## src/design/eq_sel_pkg.sv

```systemverilog
/*
 * shared constants and types for the lane equalizer selection register bank:
 * register offsets, field positions, reset values, boost tables, serial
 * port states and the structs that carry pin and gain groups.
 * assumes a single core clock; nothing here is timing dependent.
 */
package eq_sel_pkg;

	// ------------------------------------------------------------------
	// register map
	// ------------------------------------------------------------------
	localparam logic [7:0] OFS_TRAIN_CTL   = 8'h04; // holds the training enable
	localparam logic [7:0] OFS_LANE0_LOWER = 8'h05; // also holds the source select
	localparam logic [7:0] OFS_LANE0_UPPER = 8'h06;
	localparam logic [7:0] OFS_LANE1_LOWER = 8'h07;
	localparam logic [7:0] OFS_LANE1_UPPER = 8'h08;
	localparam logic [7:0] OFS_LANE2_LOWER = 8'h09;
	localparam int         OFS_LANE_STRIDE = 2;     // lower/upper pair per lane

	// ------------------------------------------------------------------
	// field positions and reset values
	// ------------------------------------------------------------------
	localparam int         TRAIN_EN_BIT    = 2;
	localparam int         REGCTL_BIT      = 7;
	localparam int         RSVD_HI_BIT     = 7;
	localparam int         RSVD_LO_BIT     = 3;
	localparam int         HI_FIELD_LSB    = 4;     // levels 0 and 2
	localparam int         LO_FIELD_LSB    = 0;     // levels 1 and 3
	localparam logic       TRAIN_EN_RST    = 1'b1;
	localparam logic       REGCTL_RST      = 1'b0;
	localparam logic [2:0] GAIN_RST        = 3'h0;  // zero boost
	localparam int         NUM_LANES       = 3;
	localparam int         NUM_UPPER_LANES = 2;     // lanes whose upper register is mapped

	// ------------------------------------------------------------------
	// boost per code in tenths of a dB, code 7 in the top byte
	// ------------------------------------------------------------------
	localparam logic [63:0] HBR_TENTHS  = {8'h5a, 8'h46, 8'h3c, 8'h32,
	                                       8'h28, 8'h1e, 8'h0f, 8'h00};
	localparam logic [63:0] HBR2_TENTHS = {8'hb4, 8'h96, 8'h82, 8'h64,
	                                       8'h50, 8'h3c, 8'h23, 8'h00};

	// ------------------------------------------------------------------
	// serial port
	// ------------------------------------------------------------------
	localparam logic [6:0] DEV_ADDR      = 7'h2c; // arbitrary value
	localparam logic [3:0] BITS_PER_BYTE = 4'h8;
	localparam logic [4:0] PIN_IDLE      = 5'h03; // clock and data idle high

	typedef enum logic [2:0] {
		S_IDLE, S_ADDR, S_PTR, S_WDATA, S_ACK, S_RDATA, S_RACK
	} port_state_t;

	typedef struct packed {
		logic [2:0] code; // pin gain code
		logic       sda;
		logic       scl;
	} pin_bus_t;

	typedef struct packed {
		logic [2:0] level0;
		logic [2:0] level1;
		logic [2:0] level2;
		logic [2:0] level3;
	} lane_gain_t;

endpackage

```

## src/design/lane_eq_select_registers.sv

```systemverilog
/*
 * equalizer selection register bank for three receive lanes, programmed
 * through a two-wire serial slave, with the applied gain code and boost.
 * assumes training level, sink select and rate come from core logic on
 * clk_sys_i; serial pins and gain pins are asynchronous and are filtered.
 */
// Contract
// - trained DP with register control: use trained level
// - levels 0 and 2 in bits 6:4
// - levels 1 and 3 in bits 2:0
// - training off on DP: level-1 code fixed
// - TMDS sink: level-1 code fixed always
// - every gain field resets to zero boost
// - codes 1..3 decode by link rate
// - codes 4..7 decode by link rate
// - bit 7 picks pins or registers, default pins
// - training enable defaults on, off fixes gain
`timescale 1ns/1ps
module lane_eq_select_registers (
	input  wire logic       clk_sys_i,             // core clock, 10 MHz
	input  wire logic       rstn_i,                // async reset, active low
	input  wire logic       scl_i,                 // serial clock pin
	input  wire logic       sda_i,                 // serial data pin level
	output logic            sda_o,                 // level driven when enabled
	output logic            sda_oe_n_o,            // low while pulling data low
	input  wire logic [2:0] pin_gain_code_i,       // gain strap pins
	input  wire logic       dp_sink_sel_i,         // 1 dp sink, 0 tmds sink
	input  wire logic [1:0] train_level_i,         // pre-emphasis reached
	input  wire logic       hbr2_rate_i,           // 1 at the higher rate
	output logic [eq_sel_pkg::NUM_LANES-1:0][2:0] lane_gain_code_o,
	output logic [eq_sel_pkg::NUM_LANES-1:0][7:0] lane_boost_tenth_db_o,
	output logic            register_gain_control_on_o,
	output logic            link_training_on_o
);

	// ------------------------------------------------------------------
	// pin filtering: three flops, a change counts once the last two agree
	// ------------------------------------------------------------------
	eq_sel_pkg::pin_bus_t pin_s1_q, pin_s2_q, pin_s3_q; // raw sampling chain
	eq_sel_pkg::pin_bus_t pin_f_q, pin_f_d;             // filtered level
	eq_sel_pkg::pin_bus_t pin_p_q;                      // filtered, one cycle late
	logic                 scl_rise, scl_fall, start_c, stop_c;

	// per-bit update only where stage two and three agree
	always_comb begin
		pin_f_d = (pin_s2_q & ~(pin_s2_q ^ pin_s3_q)) | (pin_f_q & (pin_s2_q ^ pin_s3_q));
	end

	always_ff @(posedge clk_sys_i or negedge rstn_i) begin
		if (!rstn_i) begin
			pin_s1_q <= eq_sel_pkg::PIN_IDLE;
			pin_s2_q <= eq_sel_pkg::PIN_IDLE;
			pin_s3_q <= eq_sel_pkg::PIN_IDLE;
			pin_f_q  <= eq_sel_pkg::PIN_IDLE;
			pin_p_q  <= eq_sel_pkg::PIN_IDLE;
		end else begin
			pin_s1_q <= {pin_gain_code_i, sda_i, scl_i};
			pin_s2_q <= pin_s1_q;
			pin_s3_q <= pin_s2_q;
			pin_f_q  <= pin_f_d;
			pin_p_q  <= pin_f_q;
		end
	end

	// bus events from the filtered levels only
	assign scl_rise = pin_f_q.scl & ~pin_p_q.scl;
	assign scl_fall = ~pin_f_q.scl & pin_p_q.scl;
	assign start_c  = pin_f_q.scl & pin_p_q.scl & pin_p_q.sda & ~pin_f_q.sda;
	assign stop_c   = pin_f_q.scl & pin_p_q.scl & ~pin_p_q.sda & pin_f_q.sda;

	// ------------------------------------------------------------------
	// register storage
	// ------------------------------------------------------------------
	logic                   train_en_q, train_en_d;   // training enable
	logic                   regctl_q, regctl_d;       // register source select
	eq_sel_pkg::lane_gain_t gains_q [eq_sel_pkg::NUM_LANES];
	eq_sel_pkg::lane_gain_t gains_d [eq_sel_pkg::NUM_LANES];
	logic [7:0]             rd_byte;                  // read view at pointer
	logic                   wr_stb;                   // one-cycle write strobe
	logic [7:0]             ptr_q, ptr_d;             // register pointer
	logic [7:0]             shift_q, shift_d;         // serial shift register

	// writes land only on defined field bits; bits 7 and 3 of lane
	// registers are not stored and read back zero, except bit 7 of lane 0 lower (source select)
	always_comb begin
		train_en_d = train_en_q;
		regctl_d   = regctl_q;
		gains_d    = gains_q;
		if (wr_stb) begin
			if (ptr_q == eq_sel_pkg::OFS_TRAIN_CTL)
				train_en_d = shift_q[eq_sel_pkg::TRAIN_EN_BIT];
			if (ptr_q == eq_sel_pkg::OFS_LANE0_LOWER)
				regctl_d = shift_q[eq_sel_pkg::REGCTL_BIT];
			for (int l = 0; l < eq_sel_pkg::NUM_LANES; l++) begin
				if (ptr_q == 8'(int'(eq_sel_pkg::OFS_LANE0_LOWER) +
				    eq_sel_pkg::OFS_LANE_STRIDE * l)) begin
					gains_d[l].level0 = shift_q[eq_sel_pkg::HI_FIELD_LSB +: 3];
					gains_d[l].level1 = shift_q[eq_sel_pkg::LO_FIELD_LSB +: 3];
				end
				if (l < eq_sel_pkg::NUM_UPPER_LANES &&
				    ptr_q == 8'(int'(eq_sel_pkg::OFS_LANE0_UPPER) +
				    eq_sel_pkg::OFS_LANE_STRIDE * l)) begin
					gains_d[l].level2 = shift_q[eq_sel_pkg::HI_FIELD_LSB +: 3];
					gains_d[l].level3 = shift_q[eq_sel_pkg::LO_FIELD_LSB +: 3];
				end
			end
		end
	end

	// read view; unmapped addresses and reserved bits read zero
	always_comb begin
		rd_byte = 8'h00;
		if (ptr_q == eq_sel_pkg::OFS_TRAIN_CTL)
			rd_byte[eq_sel_pkg::TRAIN_EN_BIT] = train_en_q;
		for (int l = 0; l < eq_sel_pkg::NUM_LANES; l++) begin
			if (ptr_q == 8'(int'(eq_sel_pkg::OFS_LANE0_LOWER) +
			    eq_sel_pkg::OFS_LANE_STRIDE * l)) begin
				rd_byte = {1'b0, gains_q[l].level0, 1'b0, gains_q[l].level1};
				if (l == 0)
					rd_byte[eq_sel_pkg::REGCTL_BIT] = regctl_q;
			end
			if (l < eq_sel_pkg::NUM_UPPER_LANES &&
			    ptr_q == 8'(int'(eq_sel_pkg::OFS_LANE0_UPPER) +
			    eq_sel_pkg::OFS_LANE_STRIDE * l))
				rd_byte = {1'b0, gains_q[l].level2, 1'b0, gains_q[l].level3};
		end
	end

	always_ff @(posedge clk_sys_i or negedge rstn_i) begin
		if (!rstn_i) begin
			train_en_q <= eq_sel_pkg::TRAIN_EN_RST;
			regctl_q   <= eq_sel_pkg::REGCTL_RST;
			for (int l = 0; l < eq_sel_pkg::NUM_LANES; l++)
				gains_q[l] <= {4{eq_sel_pkg::GAIN_RST}};
		end else begin
			train_en_q <= train_en_d;
			regctl_q   <= regctl_d;
			gains_q    <= gains_d;
		end
	end

	// ------------------------------------------------------------------
	// serial slave: address, pointer, then data with auto-increment
	// ------------------------------------------------------------------
	eq_sel_pkg::port_state_t st_q, st_d;           // current phase
	eq_sel_pkg::port_state_t ack_next_q, ack_next_d; // phase after our ack
	logic [3:0]              bit_cnt_q, bit_cnt_d;  // bits seen in byte
	logic                    sda_oe_n_q, sda_oe_n_d; // low pulls data low

	// data only changes after a falling clock, so the master samples it clean
	always_comb begin
		st_d       = st_q;
		ack_next_d = ack_next_q;
		bit_cnt_d  = bit_cnt_q;
		shift_d    = shift_q;
		ptr_d      = ptr_q;
		sda_oe_n_d = sda_oe_n_q;
		wr_stb     = 1'b0;
		if (start_c) begin
			st_d       = eq_sel_pkg::S_ADDR;
			bit_cnt_d  = 4'h0;
			sda_oe_n_d = 1'b1;
		end else if (stop_c) begin
			st_d       = eq_sel_pkg::S_IDLE;
			sda_oe_n_d = 1'b1;
		end else begin
			case (st_q)
				eq_sel_pkg::S_ADDR, eq_sel_pkg::S_PTR, eq_sel_pkg::S_WDATA: begin
					if (scl_rise) begin
						shift_d   = {shift_q[6:0], pin_f_q.sda};
						bit_cnt_d = bit_cnt_q + 4'h1;
					end else if (scl_fall && bit_cnt_q == eq_sel_pkg::BITS_PER_BYTE) begin
						bit_cnt_d  = 4'h0;
						st_d       = eq_sel_pkg::S_ACK;
						sda_oe_n_d = 1'b0;
						if (st_q == eq_sel_pkg::S_ADDR) begin
							// another address: stay silent until next start
							if (shift_q[7:1] != eq_sel_pkg::DEV_ADDR) begin
								st_d       = eq_sel_pkg::S_IDLE;
								sda_oe_n_d = 1'b1;
							end else if (shift_q[0])
								ack_next_d = eq_sel_pkg::S_RDATA;
							else
								ack_next_d = eq_sel_pkg::S_PTR;
						end else if (st_q == eq_sel_pkg::S_PTR) begin
							ptr_d      = shift_q;
							ack_next_d = eq_sel_pkg::S_WDATA;
						end else begin
							wr_stb     = 1'b1;
							ptr_d      = ptr_q + 8'h01;
							ack_next_d = eq_sel_pkg::S_WDATA;
						end
					end
				end
				eq_sel_pkg::S_ACK: begin
					if (scl_fall) begin
						st_d       = ack_next_q;
						sda_oe_n_d = 1'b1;
						if (ack_next_q == eq_sel_pkg::S_RDATA) begin
							shift_d    = rd_byte;
							ptr_d      = ptr_q + 8'h01;
							sda_oe_n_d = rd_byte[7];
						end
					end
				end
				eq_sel_pkg::S_RDATA: begin
					if (scl_rise)
						bit_cnt_d = bit_cnt_q + 4'h1;
					else if (scl_fall) begin
						if (bit_cnt_q == eq_sel_pkg::BITS_PER_BYTE) begin
							st_d       = eq_sel_pkg::S_RACK;
							bit_cnt_d  = 4'h0;
							sda_oe_n_d = 1'b1;
						end else begin
							shift_d    = {shift_q[6:0], 1'b0};
							sda_oe_n_d = shift_q[6];
						end
					end
				end
				eq_sel_pkg::S_RACK: begin
					// master ack sampled into bit 0; a nack ends the read
					if (scl_rise)
						shift_d[0] = pin_f_q.sda;
					else if (scl_fall) begin
						if (shift_q[0])
							st_d = eq_sel_pkg::S_IDLE;
						else begin
							st_d       = eq_sel_pkg::S_RDATA;
							shift_d    = rd_byte;
							ptr_d      = ptr_q + 8'h01;
							sda_oe_n_d = rd_byte[7];
						end
					end
				end
				default: st_d = eq_sel_pkg::S_IDLE;
			endcase
		end
	end

	always_ff @(posedge clk_sys_i or negedge rstn_i) begin
		if (!rstn_i) begin
			st_q       <= eq_sel_pkg::S_IDLE;
			ack_next_q <= eq_sel_pkg::S_IDLE;
			bit_cnt_q  <= 4'h0;
			shift_q    <= 8'h00;
			ptr_q      <= 8'h00;
			sda_oe_n_q <= 1'b1;
		end else begin
			st_q       <= st_d;
			ack_next_q <= ack_next_d;
			bit_cnt_q  <= bit_cnt_d;
			shift_q    <= shift_d;
			ptr_q      <= ptr_d;
			sda_oe_n_q <= sda_oe_n_d;
		end
	end

	// ------------------------------------------------------------------
	// per-lane gain selection and boost decode
	// ------------------------------------------------------------------
	logic [2:0] code_d  [eq_sel_pkg::NUM_LANES];
	logic [7:0] boost_d [eq_sel_pkg::NUM_LANES];
	logic [2:0] code_q  [eq_sel_pkg::NUM_LANES];
	logic [7:0] boost_q [eq_sel_pkg::NUM_LANES];

	for (genvar g = 0; g < eq_sel_pkg::NUM_LANES; g++) begin : g_lane
		always_comb begin
			if (!regctl_q)
				code_d[g] = pin_f_q.code;
			else if (!dp_sink_sel_i)
				code_d[g] = gains_q[g].level1;
			else if (!train_en_q)
				code_d[g] = gains_q[g].level1;
			else begin
				case (train_level_i)
					2'h0:    code_d[g] = gains_q[g].level0;
					2'h1:    code_d[g] = gains_q[g].level1;
					2'h2:    code_d[g] = gains_q[g].level2;
					default: code_d[g] = gains_q[g].level3;
				endcase
			end
			// table lookup keeps both rates in one mux per lane
			boost_d[g] = hbr2_rate_i ? eq_sel_pkg::HBR2_TENTHS[{code_d[g], 3'h0} +: 8]
			                         : eq_sel_pkg::HBR_TENTHS[{code_d[g], 3'h0} +: 8];
		end

		always_ff @(posedge clk_sys_i or negedge rstn_i) begin
			if (!rstn_i) begin
				code_q[g]  <= eq_sel_pkg::GAIN_RST;
				boost_q[g] <= 8'h00;
			end else begin
				code_q[g]  <= code_d[g];
				boost_q[g] <= boost_d[g];
			end
		end

		assign lane_gain_code_o[g]      = code_q[g];
		assign lane_boost_tenth_db_o[g] = boost_q[g];
	end

	// open-drain data only ever pulls low
	logic sda_low_q;
	logic rst_seen_q; // first cycle after reset release is still zero
	always_ff @(posedge clk_sys_i or negedge rstn_i) begin
		if (!rstn_i) begin
			sda_low_q  <= 1'b0;
			rst_seen_q <= 1'b0;
		end else begin
			sda_low_q  <= 1'b0;
			rst_seen_q <= 1'b1;
		end
	end

	assign sda_o                      = sda_low_q;
	assign sda_oe_n_o                 = sda_oe_n_q;
	assign register_gain_control_on_o = regctl_q;
	assign link_training_on_o         = train_en_q;
endmodule

```

## config.mk

```make
export PLATFORM = sky130hd
export DESIGN_NAME = lane_eq_select_registers
export DESIGN_NICKNAME = d
export VERILOG_FILES = /design/src/design/eq_sel_pkg.sv /design/src/design/lane_eq_select_registers.sv
export SDC_FILE = /design/constraint.sdc
export NUM_CORES = 1
export LEC_CHECK = 0
export ABC_AREA = 1
export BUFFER_PORTS_ARGS = -buffer_cell sky130_fd_sc_hd__buf_2
export CORE_MARGIN = 2
export CORE_UTILIZATION = 50
export CTS_CLUSTER_DIAMETER = 150
export DETAILED_ROUTE_END_ITERATION = 16
export PLACE_DENSITY = 0.65
export RECOVER_POWER = 50
export SLEW_MARGIN = 20
export SYNTH_ARGS = -nofsm -noshare
export SYNTH_HDL_FRONTEND = slang
export SYNTH_SLANG_ARGS = --single-unit
```

## constraint.sdc

```tcl
create_clock -name clk_sys_i -period 5.5 [get_ports clk_sys_i]
set_input_delay 0.825 -clock clk_sys_i [delete_from_list [all_inputs] [get_ports clk_sys_i]]
set_output_delay 0.825 -clock clk_sys_i [all_outputs]
set_load 0.005 [all_outputs]
```

==> metrics.txt, run 1 <==
run status finished, final reports clean; Post-CTS Setup Inserts 0; Die Y 114 µm; # rows 40; Synth Net Count 782; largest cells by area after synthesis dfrtp_1 (42%), nand2_1 (13%), ha_1 (6.2%), o21ai_0 (5.6%), dfstp_2 (5.2%); largest net degree at the start of global routing 81; CP max-delay cell a21oi_1; worst min path class flop to flop; dpl cell area 0.00637 mm²; Yosys cell types 41; dpl ws roughly 2.7 ns; Crit path required time between 5 and 6 ns; Min Hold Slack approximately 0.36 ns; share of post-route cells with drive strength above 1 13.5%; RSZ-0062 raised after global routing no; clock buffer depth 2; HPWL Detailed 10.0 mm; die width 114 µm; crit share post-route between 40% and 50%; Setup CP Type input port to flop; CTS resizes 0; Slew Limit Fails 0; commonest non-fill, non-tap cells in the layout nand2_1 (203), dfrtp_1 (102), inv_1 (73), o21ai_0 (67), nor2_1 (57); I/O Pins 48; Max Clk Rate between 300 and 400 MHz; post-route design area ~0.0069 mm²; commonest non-fill, non-tap cell in the layout nand2_1; final-report setup violation count 0; CTS sink count 114; DRT iter0 DRCs about 430; synthesized area 0.00602 mm²; Port Buffers 46; total of max-cap violations 0; Layout Nets between 800 and 900; Worst-Skew Late Latency 0.42 ns; syn_area_per_cell around 8 µm²; area leader, netlist dfrtp_1; drt pass-1 iters 5; crit path max fanout 10; leak pwr 0.00341 µW; Core Region 0.0119 mm²; critical path endpoint category flop; Root Buffer Master clkbuf_16; RD Place Congestion 0.906; initial antenna violation count 0; Die ar. ~0.013 mm²; Worst Tran Pin Value around 1 ns; Crit path arrival time 3.05 ns; first-pass GRT wire length 22.9 mm; Worst path max stage delay 0.64 ns; total number of vias 5063; post-synthesis sequential area ratio 47.6%; WP buf/inv 2; total grt overflow 0; clock slew at reported path FFs 0.06 ns; crit path cell chain clkbuf_1, nand2_1, o211ai_1, nand2_1, a21oi_1, inv_1, nand3_1, nand3_1; normalized max-slew margin between 30% and 40%; initial core utilization 50.8%; layout overhead on the synthesized area 14.2%; Post-synth ARST share 100%; Hold-fix buffers, CTS 0; fin crit period 2.74 ns; Final WS setup 2.76 ns; Mapped Cells 741; PwrDens 355 mW/mm²; # DRC 0; share of the synthesized area in the top cell type between 40 and 50%; Synth Flop Type dfrtp_1; GRT Util Overall 22.7%; vias in the first global route between 4000 and 5000; EDFF count, synth 0; Seq cells post-synth 114; setup TNS 0 ns; CTS tree built; total wire length 13.8 mm; post-DR wirelength/cell 14.4 µm; endpoints failing hold 0; vias per inst 5.31; Synth warnings 0; Setup Skew just under 0.009 ns; Post-DRT Antenna Nets 0; CTS buffer count 17; crit start category input port; Inserted Diodes 0; Peak VDD IR roughly 0.00017 V; CP delay by family, top compound AO/OA/AOI/OAI gates; htree depth 4
[routing by layer]
layer	vias up	global-route usage [%]	share of wire (%)
met5	-	0	0
met4	0	10.5	2.1
met3	24	4.68	5.0
met2	132	35.8	46
met1	2381	30.2	47
li1	2526	-	-
[layout make-up]
class | instances | area (µm²)
Tap cell | 147 | 184
Timing Repair Buffer | 47 | 230
Multi-Input combinational cell | 531 | 2720
Fill cell | 1097 | 4980
Inverter | 83 | 317
Sequential cell | 114 | 2870
Clock inverter | 13 | 103
Clock buffer | 19 | 454
[worst reg2reg max path, delay by kind of cell, from the launching register on]
family	cells	cell delay, ns
flops	1	0.60
compound gates	2	0.85
buf+inv	2	0.40
simple gates	5	0.73
[power by group]
part	internal, µW	switching, µW
clock	605	411
combinational	132	286
sequential	938	66.5
total	1670	764
[logic make-up after synthesis]
kind of cell | Yosys count | share of synthesized area [%]
DFF | 114 | 47.6
xor gates and xnor gates | 2 | 0.291
other | 1 | 0.0623
buffers and inverters | 96 | 6.46
adders and majority gates | 35 | 7.06
AOI/OAI and AO/OA | 156 | 14.6
and+or+nand+nor | 335 | 23.6
muxes | 2 | 0.332
[flip-flops by register name, indices dropped and copies added, names as in the netlist, named ones only]
name	count
link_training_on_o	1
bit_cnt_q	4
register_gain_control_on_o	1
ack_next_q	3
pin_p_q	2
sda_oe_n_o	1
gains_q	30
pin_s2_q	5
lane_gain_code_o	9
pin_s3_q	5
lane_boost_tenth_db_o	24
pin_s1_q	5
ptr_q	8
st_q	3
shift_q	8
[stage by stage]
| stage | power [µW] | instances | utilization (%) |
|---|---|---|---|
| finish | 2440 | 954 | 58.0 |
| global route | 2560 | 954 | 58.0 |
| CTS | 2460 | 954 | 58.4 |
| detailed placement | 1440 | 922 | 53.7 |
| global placement | 1430 | 922 | 53.7 |
| floorplan | 1280 | 741 | - |
[Yosys cell counts, drive strengths merged, types with 4 or more instances]
master	count
nand3	43
o22ai	6
o211ai	8
nor3	7
o21ai	90
buf	11
nand2	207
dfstp	12
maj3	5
or2	4
inv	82
a21oi	45
dfrtp	102
nand4	4
ha	30
nor2	67
a31oi	4
[worst paths after layout]
kind / from / to / slack [ns] / depth (start not counted)
setup / recovery: train_level_i[1] / lane_boost_tenth_db_o[1] / 2.76 / 8
hold reg to reg: pin_s1_q[3] / pin_s2_q[3] / 0.36 / 0
hold / removal: pin_s1_q[3] / pin_s2_q[3] / 0.36 / 0
max in group asynchronous: rstn_i / pin_s1_q[0] / 3.88 / 2
setup reg to reg: link_training_on_o / lane_boost_tenth_db_o[18] / 2.87 / 9
min in group asynchronous: rstn_i / pin_s3_q[3] / 0.56 / 1
No activity file was read; power rests on OpenSTA's default activity.
==> run 2: changes to the inputs <==
- PLACE_DENSITY: 0.65 -> 0.68
- clock period: 5.5 -> 2.5 ns (I/O delays scaled with it)
==> metrics.txt, run 2 (synthesis results as in run 1) <==
run status finished, final reports clean; Post-DRT Antenna Nets 0 (unchanged); CTS buffer count 17 (unchanged); crit share post-route 89.7%; commonest non-fill, non-tap cell in the layout nand2_1; DRT iter0 DRCs 549 (+28%); vias in the first global route 4676 (-1.3%); Biggest register gains_q; WP buf/inv 2 (unchanged); Crit path arrival time 2.59 ns (-0.46 ns); cell mode on critical path nand2_1; Core Region 0.0119 mm² (unchanged); Inserted Diodes 0 (unchanged); Peak VDD IR 0.000617 V (+260%); area of the multi-input gates 0.00277 mm² (+1.7%); crit path cell chain nand2_1, inv_2, o21ai_4, a21oi_1, o21ai_0, nand2_1, inv_1, ha_1, or2_2, nand2_1, nand2_1, nand2_1; Comb pwr share 17.0% (-0.2 points); initial core utilization 50.8% (unchanged); Die ar. 0.0129 mm² (unchanged); htree depth 4 (unchanged); GRT Util Overall 22.7% (+0.034 points); Layout Nets 840 (+0.60%); initial antenna violation count 0 (unchanged); share of post-route cells with drive strength above 1 15.2% (+1.7 points); final-report setup violation count 0 (unchanged); Worst Tran Pin Value 0.930 ns (-0.0676 ns); HPWL Detailed 9.97 mm (-0.52%); CTS tree built; CP delay by family, top simple AND/OR/NAND/NOR gates; crit start category flop; RD Place Congestion 0.929 (+2.5%); Setup Skew 0.00677 ns (-0.00195 ns); Fillers 1032 (-5.9%); drt pass-1 iters 7 (+2); vias per inst 5.30 (-0.10%); Min Hold Slack 0.0566 ns (-0.300 ns); clock slew at reported path FFs 0.05 ns (about the same); CP max-delay cell dfstp_2; total wire length 13.7 mm (-0.90%); number of flip-flops in the largest register 30 (unchanged); post-DR wirelength/cell 14.3 µm (-1.3%); I/O Pins 48 (unchanged); Port Buffers 46 (unchanged); final cell utilization of the core 59.0% (+1.1 points); switching share of power 28.7% (-2.7 points); # rows 40 (unchanged); leak pwr 0.00350 µW (+2.5%); overall power 5570 µW (+130%); critical path endpoint category flop; Cell Int Power 3970 µW (+140%); fin cells 958 (+0.42%); Slew Limit Fails 0 (unchanged); die width 114 µm (unchanged); Setup CP Type flop to flop; clock power share 43.3% (+1.6 points); # DRC 0 (unchanged); Crit path required time 2.85 ns (-2.95 ns); RSZ-0062 raised after global routing no; Die Y 114 µm (unchanged); crit path max fanout 7 (-3); Sequential Power Share 39.6% (-1.6 points); Worst-Skew Late Latency 0.41 ns (about the same); Net Switching 1600 µW (+110%); largest net degree at the start of global routing 66 (-19%); number of instances in the placed design 926 (+0.43%); PwrDens 795 mW/mm² (+120%); endpoints failing hold 0 (unchanged); Hold-fix buffers, CTS 1 (+1); CTS resizes 0 (unchanged); fin crit period 2.24 ns; normalized max-slew margin 38.0% (+4.8 points); layout overhead on the synthesized area 16.2%; commonest non-fill, non-tap cells in the layout nand2_1 (203), dfrtp_1 (102), inv_1 (72), o21ai_0 (67), nor2_1 (57); Max Clk Rate about 450 MHz; total grt overflow 0 (unchanged); Worst path max stage delay 0.55 ns (-0.09 ns); total number of vias 5079 (+0.32%); Register Area 0.00287 mm² (unchanged); setup TNS 0 ns (unchanged); first-pass GRT wire length 22.9 mm (+0.15%); CTS sink count 114 (unchanged); Post-CTS Setup Inserts 0 (unchanged); worst min path class input port to flop; clock buffer depth 2 (unchanged); Root Buffer Master clkbuf_16; total of max-cap violations 0 (unchanged)
==> run 2: changes by cell type in the layout (fill, tap and decap cells not counted), moves of 2 or more <==
cell / before / now
a31oi_1: 4 / 2
bufinv_16: 0 / 3
buf_2: 37 / 45
inv_6: 3 / 0
clkinvlp_4: 6 / 1
a31oi_4: 0 / 2
clkinv_4: 4 / 2
clkbuf_1: 9 / 2
a21oi_1: 45 / 43
clkbuf_8: 0 / 2
clkinv_2: 1 / 6
==> run 2: routing by layer <==
| layer | vias up | track usage, % | part of all wire (%) |
|---|---|---|---|
| met1 | 2325 | 30.9 | 46 |
| li1 | 2536 | - | - |
| met3 | 33 | 4.84 | 5.9 |
| met4 | 0 | 11.3 | 3.1 |
| met5 | - | 0 | 0 |
| met2 | 185 | 34.6 | 45 |
==> run 2: path summary, 6_finish.rpt <==
path	startpoint	end	slack, ns	depth (start not counted)
worst max-delay path	link_training_on_o	lane_boost_tenth_db_o[2]	0.26	12
worst min-delay path	scl_i	pin_s1_q[0]	0.06	1
worst max register to register	link_training_on_o	lane_boost_tenth_db_o[2]	0.26	12
worst min register to register	pin_s1_q[3]	pin_s2_q[3]	0.35	0
max in group asynchronous	rstn_i	shift_q[2]	0.72	3
min in group asynchronous	rstn_i	lane_boost_tenth_db_o[12]	0.46	2
==> run 2: per-stage QoR <==
stage / worst slack, ns / cell area, µm²
after global placement: 0.283 / 6420
after CTS: 0.241 / 7020
final: 0.258 / 7000
after detailed placement: 0.214 / 6420
after global routing: 0.0173 / 7000
after floorplan: 0.465 / 6020
==> run 2: power groups by stage <==
stage | logic (µW) | clock network, µW | registers [µW]
finish | 949 | 2410 | 2210
detailed placement | 951 | 0 | 2230
global placement | 929 | 0 | 2230
global route | 1090 | 2550 | 2240
CTS | 962 | 2450 | 2210
floorplan | 595 | 0 | 2220
==> run 2: final cells by class <==
cell class              instances  area share (%)
well taps                     147            2.63
inverters                      83            4.52
repair buffers                 52            3.91
clock buffers                  20            6.52
multi-input cells             531            39.5
flip-flops and latches        114            41.0
clock inverters                11            1.95
==> run 2: worst reg2reg max path, delay by kind of cell, from the launching register on <==
family	cells	cell delay, ns
flip-flops	1	0.55
AO/OA/AOI/OAI	3	0.33
adder cells (fa/ha/maj)	1	0.21
AND/OR/NAND/NOR	6	0.81
buffers and inverters	2	0.30
==> run 3: changes to the inputs <==
- CTS_BUF_LIST: unset -> sky130_fd_sc_hd__clkbuf_2
==> metrics.txt, run 3 (synthesis results as in run 1) <==
CTS tree built; first-pass GRT wire length 22.6 mm (-1.3%); # rows 40 (unchanged); Post-CTS Setup Inserts 0 (unchanged); final-report setup violation count 0 (unchanged); Biggest register gains_q; Slew Limit Fails 106 (+106); Hold-fix buffers, CTS 7 (+6); HPWL Detailed 9.97 mm (unchanged); commonest non-fill, non-tap cells in the layout nand2_1 (203), dfrtp_1 (102), inv_1 (72), o21ai_0 (67), nor2_1 (57); Crit path required time 3.17 ns (+0.32 ns); crit share post-route 89.1% (-0.58 points); Inserted Diodes 0 (unchanged); CTS buffer count 17 (unchanged); failing checks max-capacitance violations, max-slew violations; commonest non-fill, non-tap cell in the layout nand2_1; crit path max fanout 7 (unchanged); Peak VDD IR 0.000358 V (-42%); # DRC 0 (unchanged); die width 114 µm (unchanged); drt pass-1 iters 6 (-1); Die ar. 0.0129 mm² (unchanged); RSZ-0062 raised after global routing no; normalized max-slew margin -31.8% (-70 points); setup TNS 0 ns (unchanged); Worst Tran Pin Value 1.98 ns (+1.05 ns); total of max-cap violations 2 (+2); total wire length 13.5 mm (-1.4%); Post-DRT Antenna Nets 0 (unchanged); crit start category flop; number of flip-flops in the largest register 30 (unchanged); post-DR wirelength/cell 14.0 µm (-2.0%); Setup Skew 0.0314 ns (+0.0246 ns); Fillers 1089 (+5.5%); worst min path class input port to flop; I/O Pins 48 (unchanged); critical path endpoint category flop; Register Area 0.00287 mm² (unchanged); area of the multi-input gates 0.00277 mm² (unchanged); share of post-route cells with drive strength above 1 14.8% (-0.36 points); vias in the first global route 4611 (-1.4%); Crit path arrival time 2.89 ns (+0.30 ns); largest net degree at the start of global routing 66 (unchanged); number of cells on the worst reg-to-reg path 12 (unchanged); RD Place Congestion 0.929 (unchanged); Die Y 114 µm (unchanged); Layout Nets 846 (+0.71%); total number of vias 5052 (-0.53%); layout overhead on the synthesized area 11.2%; Port Buffers 46 (unchanged); initial antenna violation count 0 (unchanged); CTS sink count 114 (unchanged); fin crit period 2.23 ns (-0.0146 ns); Setup CP Type flop to flop; fin cells 964 (+0.63%); run status finished with violations; final cell utilization of the core 56.5% (-2.6 points); Core Region 0.0119 mm² (unchanged); CTS resizes 0 (unchanged); worst hold stages 3 (+2); Root Buffer Master clkbuf_2; PwrDens 654 mW/mm² (-18%); DRT iter0 DRCs 553 (+0.73%); leak pwr 0.00337 µW (-3.6%); clock slew at reported path FFs 0.18 ns (+0.13 ns); total grt overflow 0 (unchanged); Max Clk Rate 449 MHz (+0.65%); number of instances in the placed design 926 (unchanged); endpoints failing hold 0 (unchanged); clock buffer depth 2 (unchanged); Worst-Skew Late Latency 0.71 ns (+0.30 ns); htree depth 4 (unchanged); vias per inst 5.24 (-1.2%); initial core utilization 50.8% (unchanged); GRT Util Overall 22.4% (-0.28 points)
## run 3: changes by cell type in the layout (fill, tap and decap cells not counted), sizes merged
cell / previous run / this run
clkinv: 8 / 10
clkbuf: 23 / 21
dlygate4sd3: 1 / 7
## run 3: per-layer routing
layer  track usage [%]  vias to the layer above  share of wire (%)
met5                 0                        -                  0
li1                  -                     2550                  -
met3              4.94                       30                5.8
met4              10.3                        0                2.6
met2              34.5                      162                 46
met1              30.5                     2310                 46
## run 3: per-stage QoR
stage	setup slack, ns	cell area (µm²)	hold slack, ns	total power, µW
2_1_floorplan	0.465	6020	0.0794	2810
3_3_place_gp	0.283	6420	0.220	3160
3_5_place_dp	0.214	6420	0.220	3190
4_1_cts	0.240	6720	0.0258	4430
5_1_grt	0.0283	6700	0.0570	4670
6_report	0.273	6700	0.0914	4380
## run 3: layout make-up
type	instances	area share, %
flip-flops and latches	114	42.8
multi-input cells	531	41.3
repair buffers	58	4.93
inverters	83	4.73
well taps	147	2.75
clock inverters	13	2.15
clock buffers	18	1.34
## run 3: power breakdown
part	internal, µW	switching, µW	leakage (µW)
clock	540	682	0.000148
combinational	315	643	0.00178
sequential	2060	142	0.00144
## run 3: path summary, 6_finish.rpt
kind / startpoint / endpoint / slack, ns
min: hbr2_rate_i / lane_boost_tenth_db_o[15] / 0.09
max reg2reg: link_training_on_o / lane_boost_tenth_db_o[2] / 0.27
max in group asynchronous: rstn_i / pin_s1_q[2] / 0.44
min in group asynchronous: rstn_i / lane_boost_tenth_db_o[12] / 0.75
min reg2reg: pin_s1_q[3] / pin_s2_q[3] / 0.36
max: link_training_on_o / lane_boost_tenth_db_o[2] / 0.27
## run 3: critical path, stage by stage (launching register included)
cell     delay (ns)
dfstp_2        0.58
nand2_1        0.08
inv_2          0.14
o21ai_4        0.10
a21oi_1        0.13
o21ai_0        0.09
nand2_1        0.22
inv_1          0.16
ha_1           0.21
or2_2          0.31
nand2_1        0.07
nand2_1        0.05
nand2_1        0.07
